--- config.mk ---
export PLATFORM = sky130hd
export DESIGN_NAME = mpss_sequencer
export DESIGN_NICKNAME = d
export VERILOG_FILES = /design/src/hw/mpss_pkg.sv /design/src/hw/mpss_sequencer.sv
export VERILOG_INCLUDE_DIRS = /design/src /design/src/hw
export SDC_FILE = /design/constraint.sdc
export NUM_CORES = 1
export LEC_CHECK = 0
export BUFFER_PORTS_ARGS = -buffer_cell sky130_fd_sc_hd__buf_4
export CAP_MARGIN = 30
export CORE_UTILIZATION = 30
export CTS_CLUSTER_DIAMETER = 150
export DETAILED_ROUTE_END_ITERATION = 8
export SLEW_MARGIN = 20
export SYNTH_ARGS = -nofsm -noshare
export SYNTH_HDL_FRONTEND = slang
export SYNTH_SLANG_ARGS = --single-unit
--- constraint.sdc ---
create_clock -name clk_i -period 5.5 [get_ports clk_i]
set_input_delay 0.55 -clock clk_i [delete_from_list [all_inputs] [get_ports clk_i]]
set_output_delay 0.55 -clock clk_i [all_outputs]
set_load 0.01 [all_outputs]
--- src/hw/mpss_defines.svh ---
// Timing counts and constants for the mote power-state sequencer
//-----------------------------------------------------------------------------
// Operation
//-----------------------------------------------------------------------------
// Operation
// - Start on power-on reset or reset pin
// - Synchronise reset pin, then load fuse table
// - Sample both pins; emulation only if both
// - Emulation suspends normal operation, acts as flash
// - Reset alone: minimum energy until released
// - Reset released: boot, then active state
// - Pick lowest power operational state automatically
// - Active keeps relaxation oscillator, CPU runs/sleeps
// - DMA and peripherals switch active/doze alone
// - Doze only when all peripherals, CPU idle
// - Doze keeps state, low-frequency oscillator, timers
// - Doze wakes quickly on I/O activity unless both pins toggle in one cycle
`ifndef MPSS_DEFINES_SVH
`define MPSS_DEFINES_SVH
// Fuse table load time in ns and derived cycles
`define MPSS_CLK_PERIOD_NS 10
`define MPSS_FUSE_LOAD_NS 640
`define MPSS_FUSE_LOAD_CYC (`MPSS_FUSE_LOAD_NS / `MPSS_CLK_PERIOD_NS)
// Boot sequence time in ns and derived cycles
`define MPSS_BOOT_NS 2560
`define MPSS_BOOT_CYC (`MPSS_BOOT_NS / `MPSS_CLK_PERIOD_NS)
// Low-frequency oscillator rate in Hz, and clock rate
`define MPSS_LFO_HZ 32768
`define MPSS_CLK_HZ 100000000
// Fuse word reset value
`define MPSS_FUSE_RESET 16'h0000
// Register reset values; pin stages start at the idle level of their pins
`define MPSS_RST_SYNC_RESET 2'h3
`define MPSS_RST_PREV_RESET 1'h1
`define MPSS_IO_SYNC_RESET 2'h0
`define MPSS_IO_PREV_RESET 1'h0
`define MPSS_CNT_RESET 16'h0000
`define MPSS_LF_RESET 32'h00000000
`endif

--- src/hw/mpss_pkg.sv ---
// Types for the mote power-state sequencer
package mpss_pkg;
	typedef enum logic [3:0] {
		MPSS_POR,
		MPSS_FUSE_LOAD,
		MPSS_SAMPLE,
		MPSS_FLASH_EMU,
		MPSS_MIN_ENERGY,
		MPSS_BOOT,
		MPSS_ACT_RUN,
		MPSS_ACT_IDLE,
		MPSS_DOZE
	} mpss_state_t;

	// Activity requests from the rest of the chip
	typedef struct packed {
		logic cpu_busy;
		logic cpu_sleep_now;
		logic periph_busy;
		logic dma_busy;
		logic io_wake;
	} mpss_activity_t;

	// Power controls to the rest of the chip
	typedef struct packed {
		logic relax_osc_en;
		logic lf_osc_en;
		logic cpu_clk_en;
		logic periph_en;
		logic retain;
		logic flash_emu;
		logic min_energy;
		logic fuse_load;
		logic boot;
	} mpss_power_t;

	// Whole module state
	typedef struct packed {
		mpss_state_t state;
		logic [1:0] rst_sync;
		logic rst_prev;
		logic [15:0] cnt;
		logic [15:0] fuse_dir;
		logic [1:0] io_sync;
		logic io_prev;
		logic [31:0] lf_acc;
		logic [31:0] lf_time;
		mpss_power_t pwr;
	} mpss_regs_t;
endpackage

--- src/hw/mpss_sequencer.sv ---
// Mote power-state sequencer: start-up, flash emulation and operational states
`timescale 1ns/1ns
`include "mpss_defines.svh"
module mpss_sequencer import mpss_pkg::*; #(
	parameter int FUSE_CYC = `MPSS_FUSE_LOAD_CYC,
	parameter int BOOT_CYC = `MPSS_BOOT_CYC
) (
	// Clock and power-on reset
	input wire logic clk_i,
	input wire logic reset_n_i,
	// External pins
	input wire logic ext_reset_low_i,
	input wire logic flash_program_enable_low_i,
	input wire logic time_strobe_low_i,
	input wire logic uart_rx_i,
	// Fuse table contents
	input wire logic [15:0] fuse_dir_i,
	// Activity from CPU, DMA and peripherals
	input wire mpss_activity_t act_i,
	// Power controls and status
	output mpss_power_t pwr_o,
	output logic [15:0] io_dir_o,
	output mpss_state_t state_o,
	output logic [31:0] lf_time_o,
	output logic lf_tick_o
);

	mpss_regs_t r;
	mpss_regs_t next_r;
	logic rst_asserted;
	logic rst_fall;
	logic io_edge;
	logic busy;
	logic [32:0] lf_sum;

	// Reset record; pin stages start at their idle levels so no false edge follows reset
	localparam mpss_regs_t REGS_RESET = '{
		state: MPSS_POR,
		rst_sync: `MPSS_RST_SYNC_RESET,
		rst_prev: `MPSS_RST_PREV_RESET,
		cnt: `MPSS_CNT_RESET,
		fuse_dir: `MPSS_FUSE_RESET,
		io_sync: `MPSS_IO_SYNC_RESET,
		io_prev: `MPSS_IO_PREV_RESET,
		lf_acc: `MPSS_LF_RESET,
		lf_time: `MPSS_LF_RESET,
		pwr: '0
	};

	//-------------------------------------------------------------------------
	// Derived conditions
	//-------------------------------------------------------------------------
	// Synchronised reset pin; only the second stage is looked at
	assign rst_asserted = ~r.rst_sync[1];
	// Falling edge of the synchronised pin starts a new sequence
	assign rst_fall = r.rst_prev & ~r.rst_sync[1];
	// A change of the combined pin level is activity; edges on both pins in one cycle cancel
	assign io_edge = r.io_sync[1] ^ r.io_prev;
	// Anything keeping the chip awake
	assign busy = act_i.cpu_busy | act_i.periph_busy | act_i.dma_busy | act_i.io_wake;
	// Fractional accumulator gives a low-frequency tick from the fast clock
	assign lf_sum = {1'b0, r.lf_acc} + 33'(`MPSS_LFO_HZ);

	//-------------------------------------------------------------------------
	// Power decode
	//-------------------------------------------------------------------------
	// Every control is spelled out per state so none is left on by accident
	function automatic mpss_power_t power_for(mpss_state_t s, mpss_activity_t a);
		mpss_power_t p;
		// The clear only guards states added later; each branch lists all nine
		p = '0;
		case (s)
			MPSS_POR: begin
				// Nothing runs until the first edge after power-on reset
				p.relax_osc_en = 1'b0;
				p.lf_osc_en = 1'b0;
				p.cpu_clk_en = 1'b0;
				p.periph_en = 1'b0;
				p.retain = 1'b0;
				p.flash_emu = 1'b0;
				p.min_energy = 1'b0;
				p.fuse_load = 1'b0;
				p.boot = 1'b0;
			end
			MPSS_FUSE_LOAD: begin
				// Only the fuse reader runs while pin directions settle
				p.relax_osc_en = 1'b0;
				p.lf_osc_en = 1'b0;
				p.cpu_clk_en = 1'b0;
				p.periph_en = 1'b0;
				p.retain = 1'b0;
				p.flash_emu = 1'b0;
				p.min_energy = 1'b0;
				p.fuse_load = 1'b1;
				p.boot = 1'b0;
			end
			MPSS_SAMPLE: begin
				// One quiet cycle while both pins are sampled
				p.relax_osc_en = 1'b0;
				p.lf_osc_en = 1'b0;
				p.cpu_clk_en = 1'b0;
				p.periph_en = 1'b0;
				p.retain = 1'b0;
				p.flash_emu = 1'b0;
				p.min_energy = 1'b0;
				p.fuse_load = 1'b0;
				p.boot = 1'b0;
			end
			MPSS_FLASH_EMU: begin
				// Normal operation stops; the oscillator serves the flash emulation
				p.relax_osc_en = 1'b1;
				p.lf_osc_en = 1'b0;
				p.cpu_clk_en = 1'b0;
				p.periph_en = 1'b0;
				p.retain = 1'b0;
				p.flash_emu = 1'b1;
				p.min_energy = 1'b0;
				p.fuse_load = 1'b0;
				p.boot = 1'b0;
			end
			MPSS_MIN_ENERGY: begin
				// Everything off but the minimum-energy hold
				p.relax_osc_en = 1'b0;
				p.lf_osc_en = 1'b0;
				p.cpu_clk_en = 1'b0;
				p.periph_en = 1'b0;
				p.retain = 1'b0;
				p.flash_emu = 1'b0;
				p.min_energy = 1'b1;
				p.fuse_load = 1'b0;
				p.boot = 1'b0;
			end
			MPSS_BOOT: begin
				// Boot needs the fast clocks; the low-frequency oscillator is enabled from here
				p.relax_osc_en = 1'b1;
				p.lf_osc_en = 1'b1;
				p.cpu_clk_en = 1'b1;
				p.periph_en = 1'b0;
				p.retain = 1'b0;
				p.flash_emu = 1'b0;
				p.min_energy = 1'b0;
				p.fuse_load = 1'b0;
				p.boot = 1'b1;
			end
			MPSS_ACT_RUN: begin
				// Fast oscillator and CPU clock; peripherals only when asked
				p.relax_osc_en = 1'b1;
				p.lf_osc_en = 1'b1;
				p.cpu_clk_en = 1'b1;
				p.periph_en = a.periph_busy | a.dma_busy;
				p.retain = 1'b0;
				p.flash_emu = 1'b0;
				p.min_energy = 1'b0;
				p.fuse_load = 1'b0;
				p.boot = 1'b0;
			end
			MPSS_ACT_IDLE: begin
				// CPU clock stops while DMA and peripherals carry on
				p.relax_osc_en = 1'b1;
				p.lf_osc_en = 1'b1;
				p.cpu_clk_en = 1'b0;
				p.periph_en = a.periph_busy | a.dma_busy;
				p.retain = 1'b0;
				p.flash_emu = 1'b0;
				p.min_energy = 1'b0;
				p.fuse_load = 1'b0;
				p.boot = 1'b0;
			end
			MPSS_DOZE: begin
				// Only the slow oscillator and state retention stay up
				p.relax_osc_en = 1'b0;
				p.lf_osc_en = 1'b1;
				p.cpu_clk_en = 1'b0;
				p.periph_en = 1'b0;
				p.retain = 1'b1;
				p.flash_emu = 1'b0;
				p.min_energy = 1'b0;
				p.fuse_load = 1'b0;
				p.boot = 1'b0;
			end
			default: p = '0;
		endcase
		return p;
	endfunction

	//-------------------------------------------------------------------------
	// Next-state logic
	//-------------------------------------------------------------------------
	always_comb begin
		next_r = r;
		next_r.rst_sync = {r.rst_sync[0], ext_reset_low_i};
		next_r.rst_prev = r.rst_sync[1];
		next_r.io_sync = {r.io_sync[0], time_strobe_low_i ^ uart_rx_i};
		next_r.io_prev = r.io_sync[1];
		next_r.cnt = (r.cnt == 16'h0000) ? 16'h0000 : r.cnt - 16'h0001;
		// Timekeeping runs in every operational state, doze included
		if (lf_sum >= 33'(`MPSS_CLK_HZ)) begin
			next_r.lf_acc = 32'(lf_sum - 33'(`MPSS_CLK_HZ));
			next_r.lf_time = r.lf_time + 32'h00000001;
		end else begin
			next_r.lf_acc = lf_sum[31:0];
		end
		case (r.state)
			MPSS_POR: begin
				// Power-on reset just completed
				next_r.state = MPSS_FUSE_LOAD;
				next_r.cnt = 16'(FUSE_CYC);
			end
			MPSS_FUSE_LOAD: begin
				// Fuse table sets pin directions
				next_r.fuse_dir = fuse_dir_i;
				if (r.cnt <= 16'h0001) begin
					next_r.state = MPSS_SAMPLE;
				end
			end
			MPSS_SAMPLE: begin
				// Both pins low selects programming; reset alone parks the chip
				if (rst_asserted && !flash_program_enable_low_i) begin
					next_r.state = MPSS_FLASH_EMU;
				end else if (rst_asserted) begin
					next_r.state = MPSS_MIN_ENERGY;
				end else begin
					next_r.state = MPSS_BOOT;
					next_r.cnt = 16'(BOOT_CYC);
				end
			end
			MPSS_FLASH_EMU: begin
				// Left when reset is released, going straight to boot without a sequence restart
				if (!rst_asserted) begin
					next_r.state = MPSS_BOOT;
					next_r.cnt = 16'(BOOT_CYC);
				end
			end
			MPSS_MIN_ENERGY: begin
				// Parked at minimum energy until the pin is released
				if (!rst_asserted) begin
					next_r.state = MPSS_BOOT;
					next_r.cnt = 16'(BOOT_CYC);
				end
			end
			MPSS_BOOT: begin
				// Boot runs its full count before the CPU is handed over
				if (r.cnt <= 16'h0001) begin
					next_r.state = MPSS_ACT_RUN;
				end
			end
			MPSS_ACT_RUN: begin
				// Drop to the cheapest state that still serves demand
				if (!busy) begin
					next_r.state = MPSS_DOZE;
				end else if (act_i.cpu_sleep_now && !act_i.cpu_busy) begin
					next_r.state = MPSS_ACT_IDLE;
				end
			end
			MPSS_ACT_IDLE: begin
				// DMA and peripherals keep working with the CPU asleep
				if (act_i.cpu_busy) begin
					next_r.state = MPSS_ACT_RUN;
				end else if (!busy) begin
					next_r.state = MPSS_DOZE;
				end
			end
			MPSS_DOZE: begin
				// Peripherals wake without the CPU; CPU request goes straight to run
				if (act_i.cpu_busy || io_edge) begin
					next_r.state = MPSS_ACT_RUN;
				end else if (busy) begin
					next_r.state = MPSS_ACT_IDLE;
				end
			end
			default: begin
				// An unused code restarts the whole sequence
				next_r.state = MPSS_POR;
			end
		endcase
		// Reset pin edge restarts from fuse load, overriding everything
		if (rst_fall) begin
			next_r.state = MPSS_FUSE_LOAD;
			next_r.cnt = 16'(FUSE_CYC);
		end
		// Power controls follow the next state so they change with it
		next_r.pwr = power_for(next_r.state, act_i);
	end

	//-------------------------------------------------------------------------
	// State register
	//-------------------------------------------------------------------------
	// Pin synchroniser resets to the released level so no false edge appears
	always_ff @(posedge clk_i or negedge reset_n_i) begin
		if (!reset_n_i) begin
			r <= REGS_RESET;
		end else begin
			r <= next_r;
		end
	end

	//-------------------------------------------------------------------------
	// Outputs
	//-------------------------------------------------------------------------
	assign pwr_o = r.pwr;
	assign io_dir_o = r.fuse_dir;
	assign state_o = r.state;
	assign lf_time_o = r.lf_time;
	// One-cycle tick each low-frequency period; limited by accumulator rounding
	assign lf_tick_o = (lf_sum >= 33'(`MPSS_CLK_HZ));

endmodule // mpss_sequencer

==> results.md <==
- Yosys printed 0 warnings.
- The final critical path takes up 71.6% of the cycle.
- The cell type with the largest total area after synthesis is sky130_fd_sc_hd__dfrtp_1.
- The cts-stage hold buffer count is 0.
- Based on the critical path, the design can be clocked at up to 254 MHz.
- The number of cell instances on the worst register-to-register path is 8.
- The number of ports placed on the die boundary is 89.
- After clock tree synthesis, the clock-pin slew on the worst setup and hold paths is 0.07 ns.
- The clock latency on the worst-skew pair is 0.35 ns.
- Across all hold checks on the routed design, the worst slack comes to 0.259 ns.
- The area growth from synthesis to final layout is 12.7%.
- After legalization and detailed placement, the total HPWL measured 8300 microns.
- The critical path data required time is 4.95 ns.
- The worst max-slew margin expressed relative to the limit is 42.5%.
- The horizontal die dimension is 141 microns.
- For this run, the register share of the synthesized area comes to 46.4%.
- In the final layout, the share of cells above drive strength 1 is 23.9%.
- Across every metal layer, demand over resource in global routing totals 12.0%.
- The count of cell types in the netlist is 65.
- No sink is reached through more buffers than the 2 on the longest clock path.
- The number of hold violations in the final report is 0.
- For this design, the sink count on the clock tree is 107.
- Of the total power, the share spent switching nets is 29.7%.
- The highest ir drop seen on vdd is 170 uV.
- The count of buffers added on input and output ports is 88.
- The critical path is of the flop to output pin type.
- The number of antenna diodes in the final layout is 0.
- Routability-driven placement finished with a final weighted congestion of 0.871.
- Measured along the y axis, the die boundary spans 141 microns.
- The shortest period the worst path allows is 3.94 ns.
- The peak per-stage delay on the critical path is 0.53 ns.
- Walking the worst path, the cells encountered are ha_1 -> nand4_1 -> or3_1 -> o32ai_1 -> o221a_4 -> and2_4 -> inv_2 -> buf_4.
- Setup violations remaining at the end of the flow were counted as 0.
- The count of TritonRoute iterations in the first routing pass is 4.
- The detail-routed via count per cell is 4.74.
- The count of nets left with antenna violations after detail routing is 0.
- The path class of the tightest hold or removal check is input pin to async pin.
- The post-route DRC violation count is 0.
- For this run, asynchronously set or reset flops after synthesis account for 100%.
- In this run, the number of DRC markers left after iteration 0 of detailed routing was 187.
- Across the run, the number of max-cap violations was 0.
- The layer with the highest usage after global routing is met2.
- The area of the die is 19800 sq um.
- Entering global routing, the biggest net connects 62 pins.
- The number of nets handed over by synthesis was 600.
- The top fanout value on the critical path is 13.
- The flow ran to the end, and the final reports show no timing, DRC or antenna violations.
- The initial utilization of the core area, before any placement, comes to 30.8%.
- The number of pins exceeding their max-slew limit in the final report is 0.
- In this run the core area contains 50 standard-cell rows.
- Of the total power, the clock network draws 30.2%.
- The endpoint kind of the worst setup timing path is an output pin.
- The leading register cell type out of synthesis is sky130_fd_sc_hd__dfrtp_1.
- For the worst setup path, the data arrival time is 3.39 ns.
- The worst setup path is launched from a flop.
- The met1 track demand over resource in global routing is 15.4%.
- The cell sitting at the root of the clock tree is a sky130_fd_sc_hd__clkbuf_16.
- Counting every instance in the synthesized netlist gives 565.
- The static power due to leakage is 2.94 nW.
- Summed over all failing endpoints, the final setup total negative slack is 0 ns.
- The power per cell area is 361 nW/um^2.
- The post-route clock skew is 0.00889 ns.
- The top cell type by area accounts for 45.0% of the synthesized area.
- The routed layout has 3918 vias.
- In this run the standard cell core region covers 18800 sq um.
- After synthesis the cells add up to 5780 sq um.
- In the layout the commonest cells are sky130_fd_sc_hd__dfrtp_1, sky130_fd_sc_hd__buf_4, sky130_fd_sc_hd__xnor2_1.
- The first global-routing pass estimated 18800 microns of wire.
- The number of enable-type register cells in the synthesized netlist is 0.
- The average cell area after synthesis is 10.2 sq um.
- The worst register-to-register path begins at r[56]$_DFF_PN0_.
- In the global route stage, met3 resource usage came out at 3.67%.
- The count of H-tree levels built during CTS is 3.
- Setup repair after global routing left no endpoint under its margin.
- Yosys attributes the largest share of cell area to sky130_fd_sc_hd__dfrtp_1, sky130_fd_sc_hd__xnor2_1, sky130_fd_sc_hd__buf_4.
- The portion of total power attributed to sequential cells is 43.7%.
- The via count of the first global-routing pass is 3810.
- At the end of the flow, the number of nets in the layout was 623.
- The most common cell after layout, fill and taps aside is sky130_fd_sc_hd__dfrtp_1.
- For this run, the number of standard cells in the final layout without fillers is 827.
- After detailed routing, the average wire length per cell comes to 13.9 microns.
- The destination of the worst register-to-register timing path is lf_time_o[23]$_DFFE_PN0N_.
- The TritonCTS buffer count is 9.
- The switching component of the power is 700 uW.
- The slack of the worst reg-to-reg path is 2.00 ns.
- The portion of total power attributed to combinational logic is 26.1%.
- The number of instances resized during post-cts repair is 0.
- The worst-path cell with the longest stage delay is sky130_fd_sc_hd__or3_1.
- The TritonCTS clock tree is done.
- The total overflow reported by the global router is 0.
- Once placement completed, the tool counted placed cells totaling 811.
- The transition time at the pin with the least slew margin is 0.855 ns.
- The number of buffers inserted by post-CTS setup repair is 0.
- The number of antenna violations at the first check in global routing was 0.
- In this run, synthesis produced a sequential element count of 107.
- Global routing used 19.6% of the available met2 tracks.
- The routed design has 11500 microns of wire.
- Cell internal power was estimated by the tool at 1.65 mW.
[worst max-delay path by stage]
stage	cells after the start	endpoint	slack (ns)	start
final	8	lf_tick_o	1.56	r[56]$_DFF_PN0_
after global routing	8	lf_tick_o	1.34	r[56]$_DFF_PN0_
after CTS	8	lf_tick_o	1.52	r[56]$_DFF_PN0_
after detailed placement	8	lf_tick_o	1.92	r[56]$_DFF_PN0_
after global placement	8	lf_tick_o	2.10	r[56]$_DFF_PN0_
after floorplan	9	lf_tick_o	2.73	r[57]$_DFF_PN0_
[state kept, by name, summed over array words and instances (netlist names)]
signal and cells:
pwr_o 9, r 42, state_o 4, io_dir_o 16, next_r 4, lf_time_o 32
[cell type report]
class	instances	area, sq um
Clock buffer	10	239
Clock inverter	6	91.3
Fill cell	1907	12300
Inverter	12	45.0
Multi-Input combinational cell	368	2490
Sequential cell	107	2680
Tap cell	234	293
Timing Repair Buffer	90	676
[power by group through the flow]
stage	logic (mW)	registers (mW)	clock network, mW
after floorplan	0.510	1.01	0
after global placement	0.615	1.04	0
after detailed placement	0.622	1.04	0
after CTS	0.627	1.03	0.739
after global routing	0.688	1.05	0.769
final	0.614	1.03	0.712
[worst max-delay path: cells and delay by family, from the launching register on]
family                     cells  cell delay (ns)
AOI/OAI and AO/OA              2             0.69
adders and majority gates      1             0.42
buffers and inverters          2             0.31
DFF                            1             0.47
and+or+nand+nor                3             1.13
[through the flow]
stage	setup WS [ns]	instance area (sq um)	total power, mW	util (%)
6_report	1.56	6520	2.35	34.7
5_1_grt	1.34	6520	2.51	34.7
4_1_cts	1.52	6520	2.40	34.7
3_5_place_dp	1.92	6190	1.66	33.0
3_3_place_gp	2.10	6190	1.65	33.0
2_1_floorplan	2.73	5780	1.52	-
[routing by layer]
metal  share of wire (%)  wire [microns]
met1                  46            5300
met2                  48            5510
met3                 4.4             510
met4                 1.4             163
met5                   0               0
[Yosys cell counts, drive strengths merged, types with 2 or more instances]
library cell    n
a21boi          2
or3             4
a31oi           2
xnor2          60
and4            3
nand2b          3
dfrtp         104
o21ai          10
nand2          46
o21bai          5
nor4            9
a21oi          14
o221ai          2
or4             2
clkbuf          7
and3           12
and2            8
xor2           19
mux2i           2
nor3           14
nor2           48
dfstp           3
a22oi           2
mux2           16
a32oi           2
buf            71
nand3          33
ha              8
o2111ai         2
inv            12
nand3b          2
a2111oi         2
nor2b           4
a21o            2
nand4          12
[kinds of logic (layout without fill, tap and decap cells)]
group                      after synthesis  count (layout)  share of synthesized area, %
and+or+nand+nor                        206             206                          18.4
buffers and inverters                   90             118                          10.6
adders and majority gates                9               9                          1.90
DFF                                    107             107                          46.4
xor gates and xnor gates                79              79                          12.0
muxes                                   18              18                          3.46
AOI/OAI and AO/OA                       56              56                          7.23
Note: power is estimated with default switching activity, not from simulation.
